File: config.mk
export PLATFORM = sky130hd
export DESIGN_NAME = bdms_core
export DESIGN_NICKNAME = d
export VERILOG_FILES = /design/src/hdl/bdms_pkg.sv /design/src/hdl/bdms_ram.sv /design/src/hdl/bdms_core.sv
export SDC_FILE = /design/constraint.sdc
export NUM_CORES = 1
export LEC_CHECK = 0
export BUFFER_PORTS_ARGS = -buffer_cell sky130_fd_sc_hd__buf_2
export CAP_MARGIN = 5
export CORE_AREA = 10 10 382 347
export DETAILED_ROUTE_END_ITERATION = 12
export DIE_AREA = 0 0 392 357
export GPL_TIMING_DRIVEN = 1
export RECOVER_POWER = 100
export SETUP_SLACK_MARGIN = 0.5
export SYNTH_ARGS = -nofsm -noshare
export SYNTH_HDL_FRONTEND = slang
export SYNTH_HIERARCHICAL = 1
export SYNTH_SLANG_ARGS = --single-unit
File: constraint.sdc
create_clock -name clk -period 6.6 [get_ports clk]
set_input_delay 0.66 -clock clk [delete_from_list [all_inputs] [get_ports clk]]
set_output_delay 0.66 -clock clk [all_outputs]
set_load 0.005 [all_outputs]
File: src/hdl/bdms_pkg.sv
`default_nettype none
package bdms_pkg;

  // ****************************************
  // address map
  // ****************************************
  localparam logic [7:0] CORE_STATUS_OFFSET = 8'h03;
  localparam logic [7:0] CORE_STATUS_MIRROR = 8'h83;
  localparam logic [6:0] INDIRECT_LOCAL = 7'h00;
  localparam logic [6:0] STATUS_LOCAL = 7'h03;
  localparam logic [6:0] POINTER_LOCAL = 7'h04;
  localparam logic [6:0] GPR_FIRST = 7'h20;
  localparam logic [6:0] BANK1_GPR_LAST = 7'h3F;
  localparam logic [6:0] BANK_LAST = 7'h7F;
  localparam logic [6:0] BANK0_GPR_WORDS = 7'h60;
  localparam int RAM_DEPTH = 128;
  localparam int RAM_ADDR_W = 7;
  localparam logic [1:0] BANK0 = 2'h0;
  localparam logic [1:0] BANK1 = 2'h1;

  // ****************************************
  // status fields and reset values
  // ****************************************
  localparam int INDIRECT_BANK_BIT = 7;
  localparam int DIRECT_BANK_HIGH_BIT = 6;
  localparam int DIRECT_BANK_LOW_BIT = 5;
  localparam int TIMEOUT_BIT = 4;
  localparam int POWERDOWN_BIT = 3;
  localparam int ZERO_BIT = 2;
  localparam int NIBBLE_CARRY_BIT = 1;
  localparam int CARRY_BIT = 0;
  localparam logic [7:0] STATUS_RESET = 8'h18;
  localparam logic [7:0] POINTER_RESET = 8'h00;
  localparam logic [7:0] READ_ZERO = 8'h00;

  // ****************************************
  // types
  // ****************************************
  typedef enum logic [2:0] {
    ALU_ADD = 3'h1,
    ALU_SUB = 3'h2,
    ALU_LOGIC = 3'h4
  } bdms_aluop_t;

  typedef enum logic [4:0] {
    TGT_NONE = 5'h01,
    TGT_STATUS = 5'h02,
    TGT_POINTER = 5'h04,
    TGT_SFR = 5'h08,
    TGT_RAM = 5'h10
  } bdms_kind_t;

  typedef struct packed {
    logic valid;
    logic indirect;
    logic [6:0] addr;
    logic write;
    logic [7:0] wdata;
  } bdms_access_t;

  typedef struct packed {
    logic valid;
    bdms_aluop_t op;
    logic [7:0] a;
    logic [7:0] b;
    logic [7:0] logicResult;
  } bdms_alu_t;

  typedef struct packed {
    logic watchdogClear;
    logic sleep;
    logic watchdogTimeout;
  } bdms_event_t;

  typedef struct packed {
    logic sel;
    logic write;
    logic [7:0] addr;
    logic [7:0] wdata;
  } bdms_sfr_t;

  typedef struct packed {
    bdms_kind_t kind;
    logic [RAM_ADDR_W-1:0] ramIndex;
    logic [7:0] sfrAddr;
  } bdms_target_t;

  typedef struct packed {
    logic [2:0] mask;
    logic [2:0] value;
  } bdms_flags_t;

endpackage : bdms_pkg
`default_nettype wire

File: src/hdl/bdms_ram.sv
`timescale 1ns/1ps
`default_nettype none
module bdms_ram import bdms_pkg::*; (
  input wire logic clk,
  input wire logic writeEn,
  input wire logic readEn,
  input wire logic [RAM_ADDR_W-1:0] index,
  input wire logic [7:0] writeData,
  output logic [7:0] readData
);

  // ****************************************
  // general purpose static ram
  // ****************************************
  logic [7:0] cells [RAM_DEPTH];

  always_ff @(posedge clk) begin
    if (writeEn) begin
      cells[index] <= writeData;
    end
    if (readEn) begin
      readData <= cells[index];
    end
  end

endmodule : bdms_ram
`default_nettype wire

File: src/hdl/bdms_core.sv
// Behaviour
// - status bits 6:5 pick direct bank; 00 bank 0, 01 bank 1, others absent
// - each bank is 128 bytes: low special registers, static ram above (bank 1 ram only 20h-3Fh, 40h up absent)
// - one status register answers at 03h and at 83h
// - indirect-data location 00h/80h reaches the location the pointer selects
// - flag-affecting instruction writing status leaves low three bits to alu
// - time-out and power-down flags ignore every instruction write
// - clearing status clears bank bits and sets zero, other flags kept
// - status bit 7 picks indirect bank pair; upper pair not implemented here
// - in subtraction carry and nibble carry mean no borrow
// - time-out flag set by power-up, watchdog clear, sleep; cleared by time-out
// - nibble carry set on carry out of bit 3 on add or subtract
`timescale 1ns/1ps
`default_nettype none
module bdms_core import bdms_pkg::*; (
  input wire logic clk,
  input wire logic rst_n,
  input wire bdms_access_t access,
  input wire bdms_alu_t alu,
  input wire bdms_event_t hwEvent,
  output bdms_sfr_t sfrReq,
  input wire logic [7:0] sfrReadData,
  output logic [7:0] readData,
  output logic [7:0] coreStatus
);

  // ****************************************
  // state
  // ****************************************
  typedef struct packed {
    logic [7:0] status;
    logic [7:0] pointer;
    logic [7:0] localData;
    logic fromRam;
  } bdms_state_t;

  bdms_state_t st;
  bdms_state_t next_st;
  logic [1:0] rstPipe;
  logic rstSyncN;
  bdms_target_t target;
  bdms_flags_t flags;
  logic ramWrite;
  logic ramRead;
  logic [7:0] ramData;

  // ****************************************
  // reset release
  // ****************************************
  always_ff @(posedge clk or negedge rst_n) begin
    if (!rst_n) begin
      rstPipe <= 2'h0;
    end else begin
      rstPipe <= {rstPipe[0], 1'b1};
    end
  end

  assign rstSyncN = rstPipe[1];

  // ****************************************
  // address decode
  // ****************************************
  function automatic bdms_target_t bdms_decode(
    input logic indirect,
    input logic [6:0] addr,
    input logic [7:0] status,
    input logic [7:0] pointer
  );
    bdms_target_t t;
    logic [8:0] full;
    logic [1:0] bank;
    logic [6:0] inBank;
    logic viaPointer;
    t.kind = TGT_NONE;
    t.ramIndex = '0;
    t.sfrAddr = 8'h00;
    viaPointer = indirect || (addr == INDIRECT_LOCAL);
    if (viaPointer) begin
      full = {status[INDIRECT_BANK_BIT], pointer};
    end else begin
      full = {status[DIRECT_BANK_HIGH_BIT], status[DIRECT_BANK_LOW_BIT], addr};
    end
    bank = full[8:7];
    inBank = full[6:0];
    if (bank == BANK0 || bank == BANK1) begin
      if (inBank == INDIRECT_LOCAL) begin
        t.kind = TGT_NONE;
      end else if (inBank == STATUS_LOCAL) begin
        t.kind = TGT_STATUS;
      end else if (inBank == POINTER_LOCAL) begin
        t.kind = TGT_POINTER;
      end else if (inBank < GPR_FIRST) begin
        t.kind = TGT_SFR;
        t.sfrAddr = full[7:0];
      end else if (bank == BANK0) begin
        t.kind = TGT_RAM;
        t.ramIndex = inBank - GPR_FIRST;
      end else if (inBank <= BANK1_GPR_LAST) begin
        t.kind = TGT_RAM;
        t.ramIndex = BANK0_GPR_WORDS + (inBank - GPR_FIRST);
      end
    end
    return t;
  endfunction : bdms_decode

  // ****************************************
  // alu flag generation
  // ****************************************
  function automatic bdms_flags_t bdms_alu_flags(input bdms_alu_t op);
    bdms_flags_t f;
    logic [8:0] wide;
    logic [4:0] nibble;
    logic [7:0] result;
    f.mask = 3'h0;
    f.value = 3'h0;
    wide = 9'h000;
    nibble = 5'h00;
    result = 8'h00;
    unique case (op.op)
      ALU_ADD: begin
        wide = {1'b0, op.a} + {1'b0, op.b};
        nibble = {1'b0, op.a[3:0]} + {1'b0, op.b[3:0]};
        result = wide[7:0];
        f.mask = 3'h7;
        f.value[CARRY_BIT] = wide[8];
        f.value[NIBBLE_CARRY_BIT] = nibble[4];
      end
      ALU_SUB: begin
        wide = {1'b0, op.a} + {1'b0, ~op.b} + 9'h001;
        nibble = {1'b0, op.a[3:0]} + {1'b0, ~op.b[3:0]} + 5'h01;
        result = wide[7:0];
        f.mask = 3'h7;
        f.value[CARRY_BIT] = wide[8];
        f.value[NIBBLE_CARRY_BIT] = nibble[4];
      end
      ALU_LOGIC: begin
        result = op.logicResult;
        f.mask = 3'h4;
      end
      default: begin
        f.mask = 3'h0;
      end
    endcase
    f.value[ZERO_BIT] = (result == 8'h00);
    return f;
  endfunction : bdms_alu_flags

  // ****************************************
  // instruction write to status
  // ****************************************
  function automatic logic [7:0] bdms_status_write(
    input logic [7:0] status,
    input logic [7:0] wdata,
    input logic aluValid
  );
    logic [7:0] s;
    s = status;
    s[INDIRECT_BANK_BIT] = wdata[INDIRECT_BANK_BIT];
    s[DIRECT_BANK_HIGH_BIT] = wdata[DIRECT_BANK_HIGH_BIT];
    s[DIRECT_BANK_LOW_BIT] = wdata[DIRECT_BANK_LOW_BIT];
    if (!aluValid) begin
      s[ZERO_BIT] = wdata[ZERO_BIT];
      s[NIBBLE_CARRY_BIT] = wdata[NIBBLE_CARRY_BIT];
      s[CARRY_BIT] = wdata[CARRY_BIT];
    end
    s[TIMEOUT_BIT] = status[TIMEOUT_BIT];
    s[POWERDOWN_BIT] = status[POWERDOWN_BIT];
    return s;
  endfunction : bdms_status_write

  // ****************************************
  // alu flag merge
  // ****************************************
  function automatic logic [7:0] bdms_merge_flags(
    input logic [7:0] status,
    input bdms_flags_t f
  );
    logic [7:0] s;
    s = status;
    for (int i = 0; i < 3; i++) begin
      if (f.mask[i]) begin
        s[i] = f.value[i];
      end
    end
    return s;
  endfunction : bdms_merge_flags

  // ****************************************
  // hardware event flags
  // ****************************************
  function automatic logic [7:0] bdms_apply_events(
    input logic [7:0] status,
    input bdms_event_t ev
  );
    logic [7:0] s;
    s = status;
    if (ev.watchdogClear) begin
      s[TIMEOUT_BIT] = 1'b1;
      s[POWERDOWN_BIT] = 1'b1;
    end
    if (ev.sleep) begin
      s[TIMEOUT_BIT] = 1'b1;
      s[POWERDOWN_BIT] = 1'b0;
    end
    if (ev.watchdogTimeout) begin
      s[TIMEOUT_BIT] = 1'b0;
    end
    return s;
  endfunction : bdms_apply_events

  // ****************************************
  // local read data select
  // ****************************************
  function automatic logic [7:0] bdms_read_local(
    input bdms_kind_t kind,
    input logic [7:0] status,
    input logic [7:0] pointer,
    input logic [7:0] sfrData,
    input logic [7:0] held
  );
    logic [7:0] d;
    d = READ_ZERO;
    unique case (kind)
      TGT_STATUS: d = status;
      TGT_POINTER: d = pointer;
      TGT_SFR: d = sfrData;
      TGT_RAM: d = held;
      TGT_NONE: d = READ_ZERO;
      default: d = READ_ZERO;
    endcase
    return d;
  endfunction : bdms_read_local

  // ****************************************
  // next state
  // ****************************************
  always_comb begin
    next_st = st;
    target = bdms_decode(access.indirect, access.addr, st.status, st.pointer);
    flags = bdms_alu_flags(alu);
    ramWrite = access.valid && access.write && (target.kind == TGT_RAM);
    ramRead = access.valid && !access.write && (target.kind == TGT_RAM);
    if (access.valid && !access.write) begin
      next_st.fromRam = (target.kind == TGT_RAM);
      next_st.localData = bdms_read_local(target.kind, st.status, st.pointer, sfrReadData,
        st.localData);
    end
    if (access.valid && access.write) begin
      if (target.kind == TGT_STATUS) begin
        next_st.status = bdms_status_write(st.status, access.wdata, alu.valid);
      end else if (target.kind == TGT_POINTER) begin
        next_st.pointer = access.wdata;
      end
    end
    if (alu.valid) begin
      next_st.status = bdms_merge_flags(next_st.status, flags);
    end
    next_st.status = bdms_apply_events(next_st.status, hwEvent);
  end

  // ****************************************
  // special register request
  // ****************************************
  always_comb begin
    sfrReq.sel = access.valid && (target.kind == TGT_SFR);
    sfrReq.write = access.valid && access.write && (target.kind == TGT_SFR);
    sfrReq.addr = target.sfrAddr;
    sfrReq.wdata = access.wdata;
  end

  // ****************************************
  // registers
  // ****************************************
  always_ff @(posedge clk or negedge rstSyncN) begin
    if (!rstSyncN) begin
      st.status <= STATUS_RESET;
      st.pointer <= POINTER_RESET;
      st.localData <= READ_ZERO;
      st.fromRam <= 1'b0;
    end else begin
      st <= next_st;
    end
  end

  // ****************************************
  // ram and read data
  // ****************************************
  bdms_ram bdms_ram_inst (
    .clk(clk),
    .writeEn(ramWrite),
    .readEn(ramRead),
    .index(target.ramIndex),
    .writeData(access.wdata),
    .readData(ramData)
  );

  assign readData = st.fromRam ? ramData : st.localData;
  assign coreStatus = st.status;

endmodule : bdms_core
`default_nettype wire

### After elaboration in Yosys (flattened, before gate mapping)

Memories as Yosys holds them, arrays and structs flattened. A register that Yosys moved wholly into a read port is not among the register bits.
Index checks and enable logic that the tools add are counted.

| cells by class | value |
|---|---|
| add/sub/neg operators | 8 |
| magnitude comparators | 2 |
| eq/ne operators | 10 |
| mux-type cells | 32 |
| bitwise operators | 4 |
| reductions and logical operators | 16 |

Operators by type and width:

| operator | count |
|---|---|
| two-way mux 15 bit | 3 |
| two-way mux 8 bit | 5 |
| one-hot mux 8 bit (4 select lines) | 1 |
| two-way mux 12 bit | 2 |
| one-hot mux 8 bit (3 select lines) | 1 |
| two-way mux 20 bit | 1 |
| two-way mux 5 bit | 4 |
| adder 8 x 8 -> 9 bit | 2 |
| two-way mux 16 bit | 1 |
| zero test 7 bit | 2 |
| adder 4 x 4 -> 5 bit | 2 |
| adder 9 x 1 -> 9 bit (second input constant) | 1 |
| two-way mux 9 bit | 1 |
| zero test 8 bit | 1 |
| inverter 8 bit | 1 |
| adder 7 bit (first input constant) | 1 |
| equality test 7 x 2 -> 1 bit (second input constant) | 1 |
| equality test 7 x 3 -> 1 bit (second input constant) | 1 |
| <= comparator 7 x 6 -> 1 bit (second input constant) | 1 |
| < comparator 7 x 6 -> 1 bit (second input constant) | 1 |
| two-way mux 7 bit | 1 |
| subtractor 7 x 6 -> 7 bit (second input constant) | 1 |
| logical AND 1 bit | 6 |
| two-way mux 1 bit | 6 |
| other kinds (21) | 25 |

| word-level totals | value |
|---|---|
| register bits after elaboration | 27 |
| bits in writable memories | 1024 |
| bits of input ports | 59 |
| memories | 1 |

Memories:

| name | words | width | rd ports | clocked after Yosys merged registers in | write ports | RTL line | RTL |
|---|---|---|---|---|---|---|---|
| bdms_ram_inst.cells | 128 | 8 | 1 | 1 | 1 | bdms_ram.sv:15 | `logic [7:0] cells [RAM_DEPTH];` |

### Depth between registers and ports, before layout

| depth | value |
|---|---|
| word-level depth | 19 |
| gate-level depth with buffers | 20 |
| gate-level depth less buffers | 15 |

### Modules after synthesis

The synthesis kept the hierarchy.

By module, submodules not included:

| module | times used | cells each | area each (um^2) | sequential area each (um^2) |
|---|---|---|---|---|
| bdms_ram | 1 | 2475 | 40513.9 | 30989.7 |
| bdms_core | 1 | 316 | 2786.4 | 678.2 |

### Least setup slack after synthesis

Ideal clock, no wire load.

| path | value |
|---|---|
| kind | in2reg |
| start | input port access[15] (netlist bit) |
| end | memory bdms_ram_inst.cells[72][0] (enable) |
| setup time | 0.395 ns |
| arrival time | 4.242 ns |
| setup slack | 1.963 ns |
| cell stages on the path | 12 |
| cells stage by stage | nor4_4 a21o_1 mux2i_1 or2b_1 a311o_1 buf_4 a21oi_1 clkbuf_1 nor2b_1 clkbuf_1 nand3_1 nor4_1 |

RTL lines:

| item | RTL line | RTL |
|---|---|---|
| from (decl) | bdms_core.sv:18 | `input wire bdms_access_t access,` |
| to (decl) | bdms_ram.sv:15 |  |

==> results_tabular.tex <==
\begin{tabular}{lr}
\hline
Metric & Value \\
\hline
\multicolumn{2}{l}{\textbf{Run status}} \\
Result of the run & finished with violations \\
Failing checks & capacitance limit, slew limit \\
\multicolumn{2}{l}{\textbf{Final layout}} \\
Area taken by flip-flops and latches & 0.0317 mm2 \\
Combined area of the multi-input logic cells & 0.0103 mm2 \\
Final Util & 39.5\% \\
Final layout net count & 3067 \\
Filler cell count & 11530 \\
Layout overhead on the synthesized area & 13.4\% \\
Share of layout cells above drive strength 1 & 13.3\% \\
\multicolumn{2}{l}{\textbf{CTS}} \\
Worst-path clk slew & 0.07 ns \\
Num CTS Buffers & 102 \\
Skew-Pair Late Insertion Delay & 0.70 ns \\
Clock Path Buffers & 3 \\
CTS HTree Levels & 3 \\
Cell chosen for the clock root & sky130\_fd\_sc\_hd\_\_clkbuf\_16 \\
TritonCTS clock tree & done \\
Clock Sinks & 1059 \\
Post-CTS setup buffer count & 0 \\
\multicolumn{2}{l}{\textbf{Floorplanning}} \\
Overall die width & 392 um \\
Effective utilization at floorplan & 34.8\% \\
IO Count & 93 \\
Area enclosed by the die boundary & 0.140 mm2 \\
Area inside the core boundary & 0.124 mm2 \\
Chip height & 357 um \\
Standard-cell row count & 123 \\
\multicolumn{2}{l}{\textbf{Yosys}} \\
\#FFs+latches synth & 1059 \\
Syn\_nets & 2870 \\
Synth top area cells & sky130\_fd\_sc\_hd\_\_edfxtp\_1 (72\%), sky130\_fd\_sc\_hd\_\_a221oi\_1 (4.5\%), sky130\_fd\_sc\_hd\_\_nor2\_1 (2.4\%) \\
Post-synthesis instance area & 0.0433 mm2 \\
Count of flip-flops with a built-in enable after synthesis & 1032 \\
Proportion of synthesized chip area in sequential cells & 73.1\% \\
Commonest cells post-synth & sky130\_fd\_sc\_hd\_\_edfxtp\_1 (1032), sky130\_fd\_sc\_hd\_\_nor2\_1 (275), sky130\_fd\_sc\_hd\_\_a221oi\_1 (222), sky130\_fd\_sc\_hd\_\_a21oi\_1 (140), sky130\_fd\_sc\_hd\_\_nand2\_1 (114) \\
Fraction of post-synthesis cell area in the top cell type by area & 71.6\% \\
Avg Cell Area, Syn & 15.5 um2 \\
Post-synthesis async set-or-reset flop share & 2.55\% \\
Cell count after synthesis & 2791 \\
Most frequent cell after synthesis & sky130\_fd\_sc\_hd\_\_edfxtp\_1 \\
Count of distinct cell types in the synthesized netlist & 83 \\
Cell taking the most area after synthesis & sky130\_fd\_sc\_hd\_\_edfxtp\_1 \\
Top\_reg\_cell synth & sky130\_fd\_sc\_hd\_\_edfxtp\_1 \\
Count of yosys warnings during synthesis & 6 \\
\multicolumn{2}{l}{\textbf{Global routing}} \\
Tot GR Track Use & 18.4\% \\
First-pass GRT wire length & 191 mm \\
Global route overflow & 0 \\
Vias in the first global route & 26423 \\
Antenna violations before repair & 5 \\
Maximum number of pins on one net before global-route repair & 93 \\
\multicolumn{2}{l}{\textbf{Timing}} \\
Final Setup Violations & 0 \\
Final Critical Period & 6.18 ns \\
Max Slew Vio Count & 986 \\
Post-route worst hold slack & 0.0891 ns \\
Final hold vios & 0 \\
Final worst path period share & 93.6\% \\
Achievable frequency & 0.162 GHz \\
Slew headroom & -178\% \\
Worst setup skew after layout & 0.0288 ns \\
Setup TNS Final & 0 ns \\
Setup repair after global routing missed its margin & false \\
Actual slew at the worst max-slew pin & 4.18 ns \\
\multicolumn{2}{l}{\textbf{Critical path}} \\
Max Fanout on Critical Path & 14 \\
Reg2Reg Launch Point & st[13]\$\_DFFE\_PN0P\_ \\
Type of element launching the critical path & register \\
Cell count of the worst reg-to-reg path & 11 \\
Largest stage delay on the critical path & 0.97 ns \\
Dominant delay contributor by cell family on the critical path & simple AND/OR/NAND/NOR gates \\
Standard cell with the maximum stage delay on the critical path & sky130\_fd\_sc\_hd\_\_a221oi\_1 \\
Setup slack of the most critical reg-to-reg path & 0.42 ns \\
Total buffers and inverters traversed by the critical path & 3 \\
Reg2reg end & bdms\_ram\_inst/cells[95][3]\$\_DFFE\_PP\_ \\
Cell repeated most along the worst path & sky130\_fd\_sc\_hd\_\_clkbuf\_1 \\
Category of the critical setup timing path & reg -> reg \\
Endpoint class of the critical path & register \\
Data arrival at the endpoint of the critical path & 6.49 ns \\
Worst-path cell chain & nor3b\_1, a221oi\_1, o41ai\_1, a311o\_1, clkbuf\_1, nor2\_1, clkbuf\_1, and2\_0, nand2\_1, nor2\_1, clkbuf\_1 \\
Required arrival time at the worst endpoint & 6.91 ns \\
\multicolumn{2}{l}{\textbf{Placed design}} \\
Number of input and output port buffers inserted & 92 \\
GPL Wtd Cong & 0.893 \\
Detailed-placement wirelength estimate & 83.5 mm \\
\multicolumn{2}{l}{\textbf{Hold path}} \\
Number of cells on the worst hold path & 2 \\
Path class of the lowest-slack min-delay path & in -> reg \\
Hold path startpoint & hwEvent[0] \\
Worst Hold Endpoint & coreStatus[4]\$\_DFFE\_PN1P\_ \\
\multicolumn{2}{l}{\textbf{Detailed routing}} \\
WL per Instance & 28.4 um \\
Via total after detailed routing & 27325 \\
Routed vias/inst & 5.82 \\
Initial drt markers & 3731 \\
DRC violation count after routing & 0 \\
First-pass iteration count of the detailed router & 7 \\
Final Routed Wirelength & 134 mm \\
Antenna viol nets, final & 0 \\
\multicolumn{2}{l}{\textbf{Pwr}} \\
Leakage power summed over all cells & 15.4 nW \\
Power density over cell area & 350 mW/mm2 \\
Highest ir drop seen on vdd & 0.000213 V \\
\multicolumn{2}{l}{\textbf{Job}} \\
Max Cap Viol & 17 \\
\hline
\end{tabular}
## worst max-delay path by stage
| stage | cells past startpoint | to | slack (ns) | start |
|---|---|---|---|---|
| after floorplan | 12 | bdms_ram_inst/cells[72][0]$_DFFE_PP_ | 1.96 | access[15] |
| after global placement | 15 | bdms_ram_inst/readData[5]$_DFFE_PP_ | 0.58 | access[16] |
| after detailed placement | 16 | bdms_ram_inst/readData[5]$_DFFE_PP_ | 0.55 | access[16] |
| after CTS | 14 | bdms_ram_inst/readData[5]$_DFFE_PP_ | 0.89 | st[13]$_DFFE_PN0P_ |
| after global routing | 11 | bdms_ram_inst/cells[90][5]$_DFFE_PP_ | 0.33 | st[13]$_DFFE_PN0P_ |
| final | 11 | bdms_ram_inst/cells[95][3]$_DFFE_PP_ | 0.42 | st[13]$_DFFE_PN0P_ |
## sequential cells by signal, summed over array words and instances (netlist names)
name	count
bdms_ram_inst/cells	1024
st	17
bdms_ram_inst/readData	8
coreStatus	8
rstPipe	2
## routing by layer
metal | global-route usage (%) | vias up | share of wire [%]
met5 | 0 | - | 0.079
met4 | 4.80 | 10 | 2.6
met3 | 5.18 | 228 | 11
met2 | 27.8 | 1553 | 44
met1 | 26.0 | 13921 | 42
li1 | - | 11613 | -
## report_power, final
group | switching, mW | total (mW) | internal (mW)
Clock | 2.57 | 5.74 | 3.17
Sequential | 0.0810 | 7.57 | 7.49
Combinational | 2.66 | 3.87 | 1.20
## cells in the final DEF (no fill, tap or decap), types with 9 or more instances in the layout
master	netlist	routed
sky130_fd_sc_hd__buf_2	83	54
sky130_fd_sc_hd__ha_1	18	18
sky130_fd_sc_hd__o22a_1	13	13
sky130_fd_sc_hd__xnor2_1	9	9
sky130_fd_sc_hd__clkinv_1	0	28
sky130_fd_sc_hd__nor2_1	275	270
sky130_fd_sc_hd__a22o_1	57	57
sky130_fd_sc_hd__a221o_1	21	21
sky130_fd_sc_hd__a22oi_1	74	74
sky130_fd_sc_hd__mux2_2	82	83
sky130_fd_sc_hd__clkinv_2	0	15
sky130_fd_sc_hd__clkbuf_1	79	200
sky130_fd_sc_hd__a221oi_1	222	222
sky130_fd_sc_hd__inv_1	29	26
sky130_fd_sc_hd__a211oi_1	9	9
sky130_fd_sc_hd__nand3_1	22	22
sky130_fd_sc_hd__nor3_1	23	23
sky130_fd_sc_hd__o21ai_0	92	92
sky130_fd_sc_hd__mux2i_1	64	64
sky130_fd_sc_hd__a21oi_1	140	140
sky130_fd_sc_hd__o221ai_1	18	18
sky130_fd_sc_hd__mux2_1	5	11
sky130_fd_sc_hd__nand4_1	12	12
sky130_fd_sc_hd__nand2_1	114	114
sky130_fd_sc_hd__o211ai_1	12	12
sky130_fd_sc_hd__buf_4	34	72
sky130_fd_sc_hd__nand2b_1	11	11
sky130_fd_sc_hd__clkbuf_16	0	104
sky130_fd_sc_hd__buf_12	0	16
sky130_fd_sc_hd__nor2b_1	17	15
sky130_fd_sc_hd__dfrtp_1	25	25
sky130_fd_sc_hd__edfxtp_1	1032	1032
sky130_fd_sc_hd__o22ai_1	27	27
sky130_fd_sc_hd__mux4_2	11	11
## per-stage QoR
stage,area (um2),setup WS (ns),power [mW],instances
final,49100,0.421,17.2,4698
after global routing,49100,0.333,17.7,4697
after CTS,49800,0.889,17.2,4697
after detailed placement,46500,0.548,11.5,4508
after global placement,46500,0.585,11.5,4508
after floorplan,43300,1.96,9.88,2791
## kinds of logic (layout without fill, tap and decap cells)
family          count (synthesis)  count (layout)  synth area share [%]
flops                        1059            1059                  73.1
compound gates                755             755                  13.0
simple gates                  514             514                  5.22
buf+inv                       260             541                  3.20
mux                           171             171                  4.63
fa+ha+maj                      20              20                 0.613
xor+xnor                       11              11                 0.223
other cells                     1               2               0.00866
## worst reg2reg max path, stage by stage (launching register included)
cell and delay [ns]:
sky130_fd_sc_hd__dfrtp_1 0.42, sky130_fd_sc_hd__nor3b_1 0.15, sky130_fd_sc_hd__a221oi_1 0.97, sky130_fd_sc_hd__o41ai_1 0.18, sky130_fd_sc_hd__a311o_1 0.58, sky130_fd_sc_hd__clkbuf_1 0.30
sky130_fd_sc_hd__nor2_1 0.79, sky130_fd_sc_hd__clkbuf_1 0.84, sky130_fd_sc_hd__and2_0 0.41, sky130_fd_sc_hd__nand2_1 0.36, sky130_fd_sc_hd__nor2_1 0.19, sky130_fd_sc_hd__clkbuf_1 0.62
## timing repair
item,in CTS,in global routing
hold buffers,1,0
hold endpoints to repair,2,0
resized for setup,0,0
## final cells by class
class | instances | share of cell area, %
diodes | 1 | 0.00510
clock buffers | 127 | 5.47
clock inverters | 61 | 1.08
inverters | 29 | 0.227
multi-input cells | 1472 | 20.9
flip-flops and latches | 1059 | 64.5
well taps | 1625 | 4.14
repair buffers | 324 | 3.72
Power figures use the tool's default switching activity.
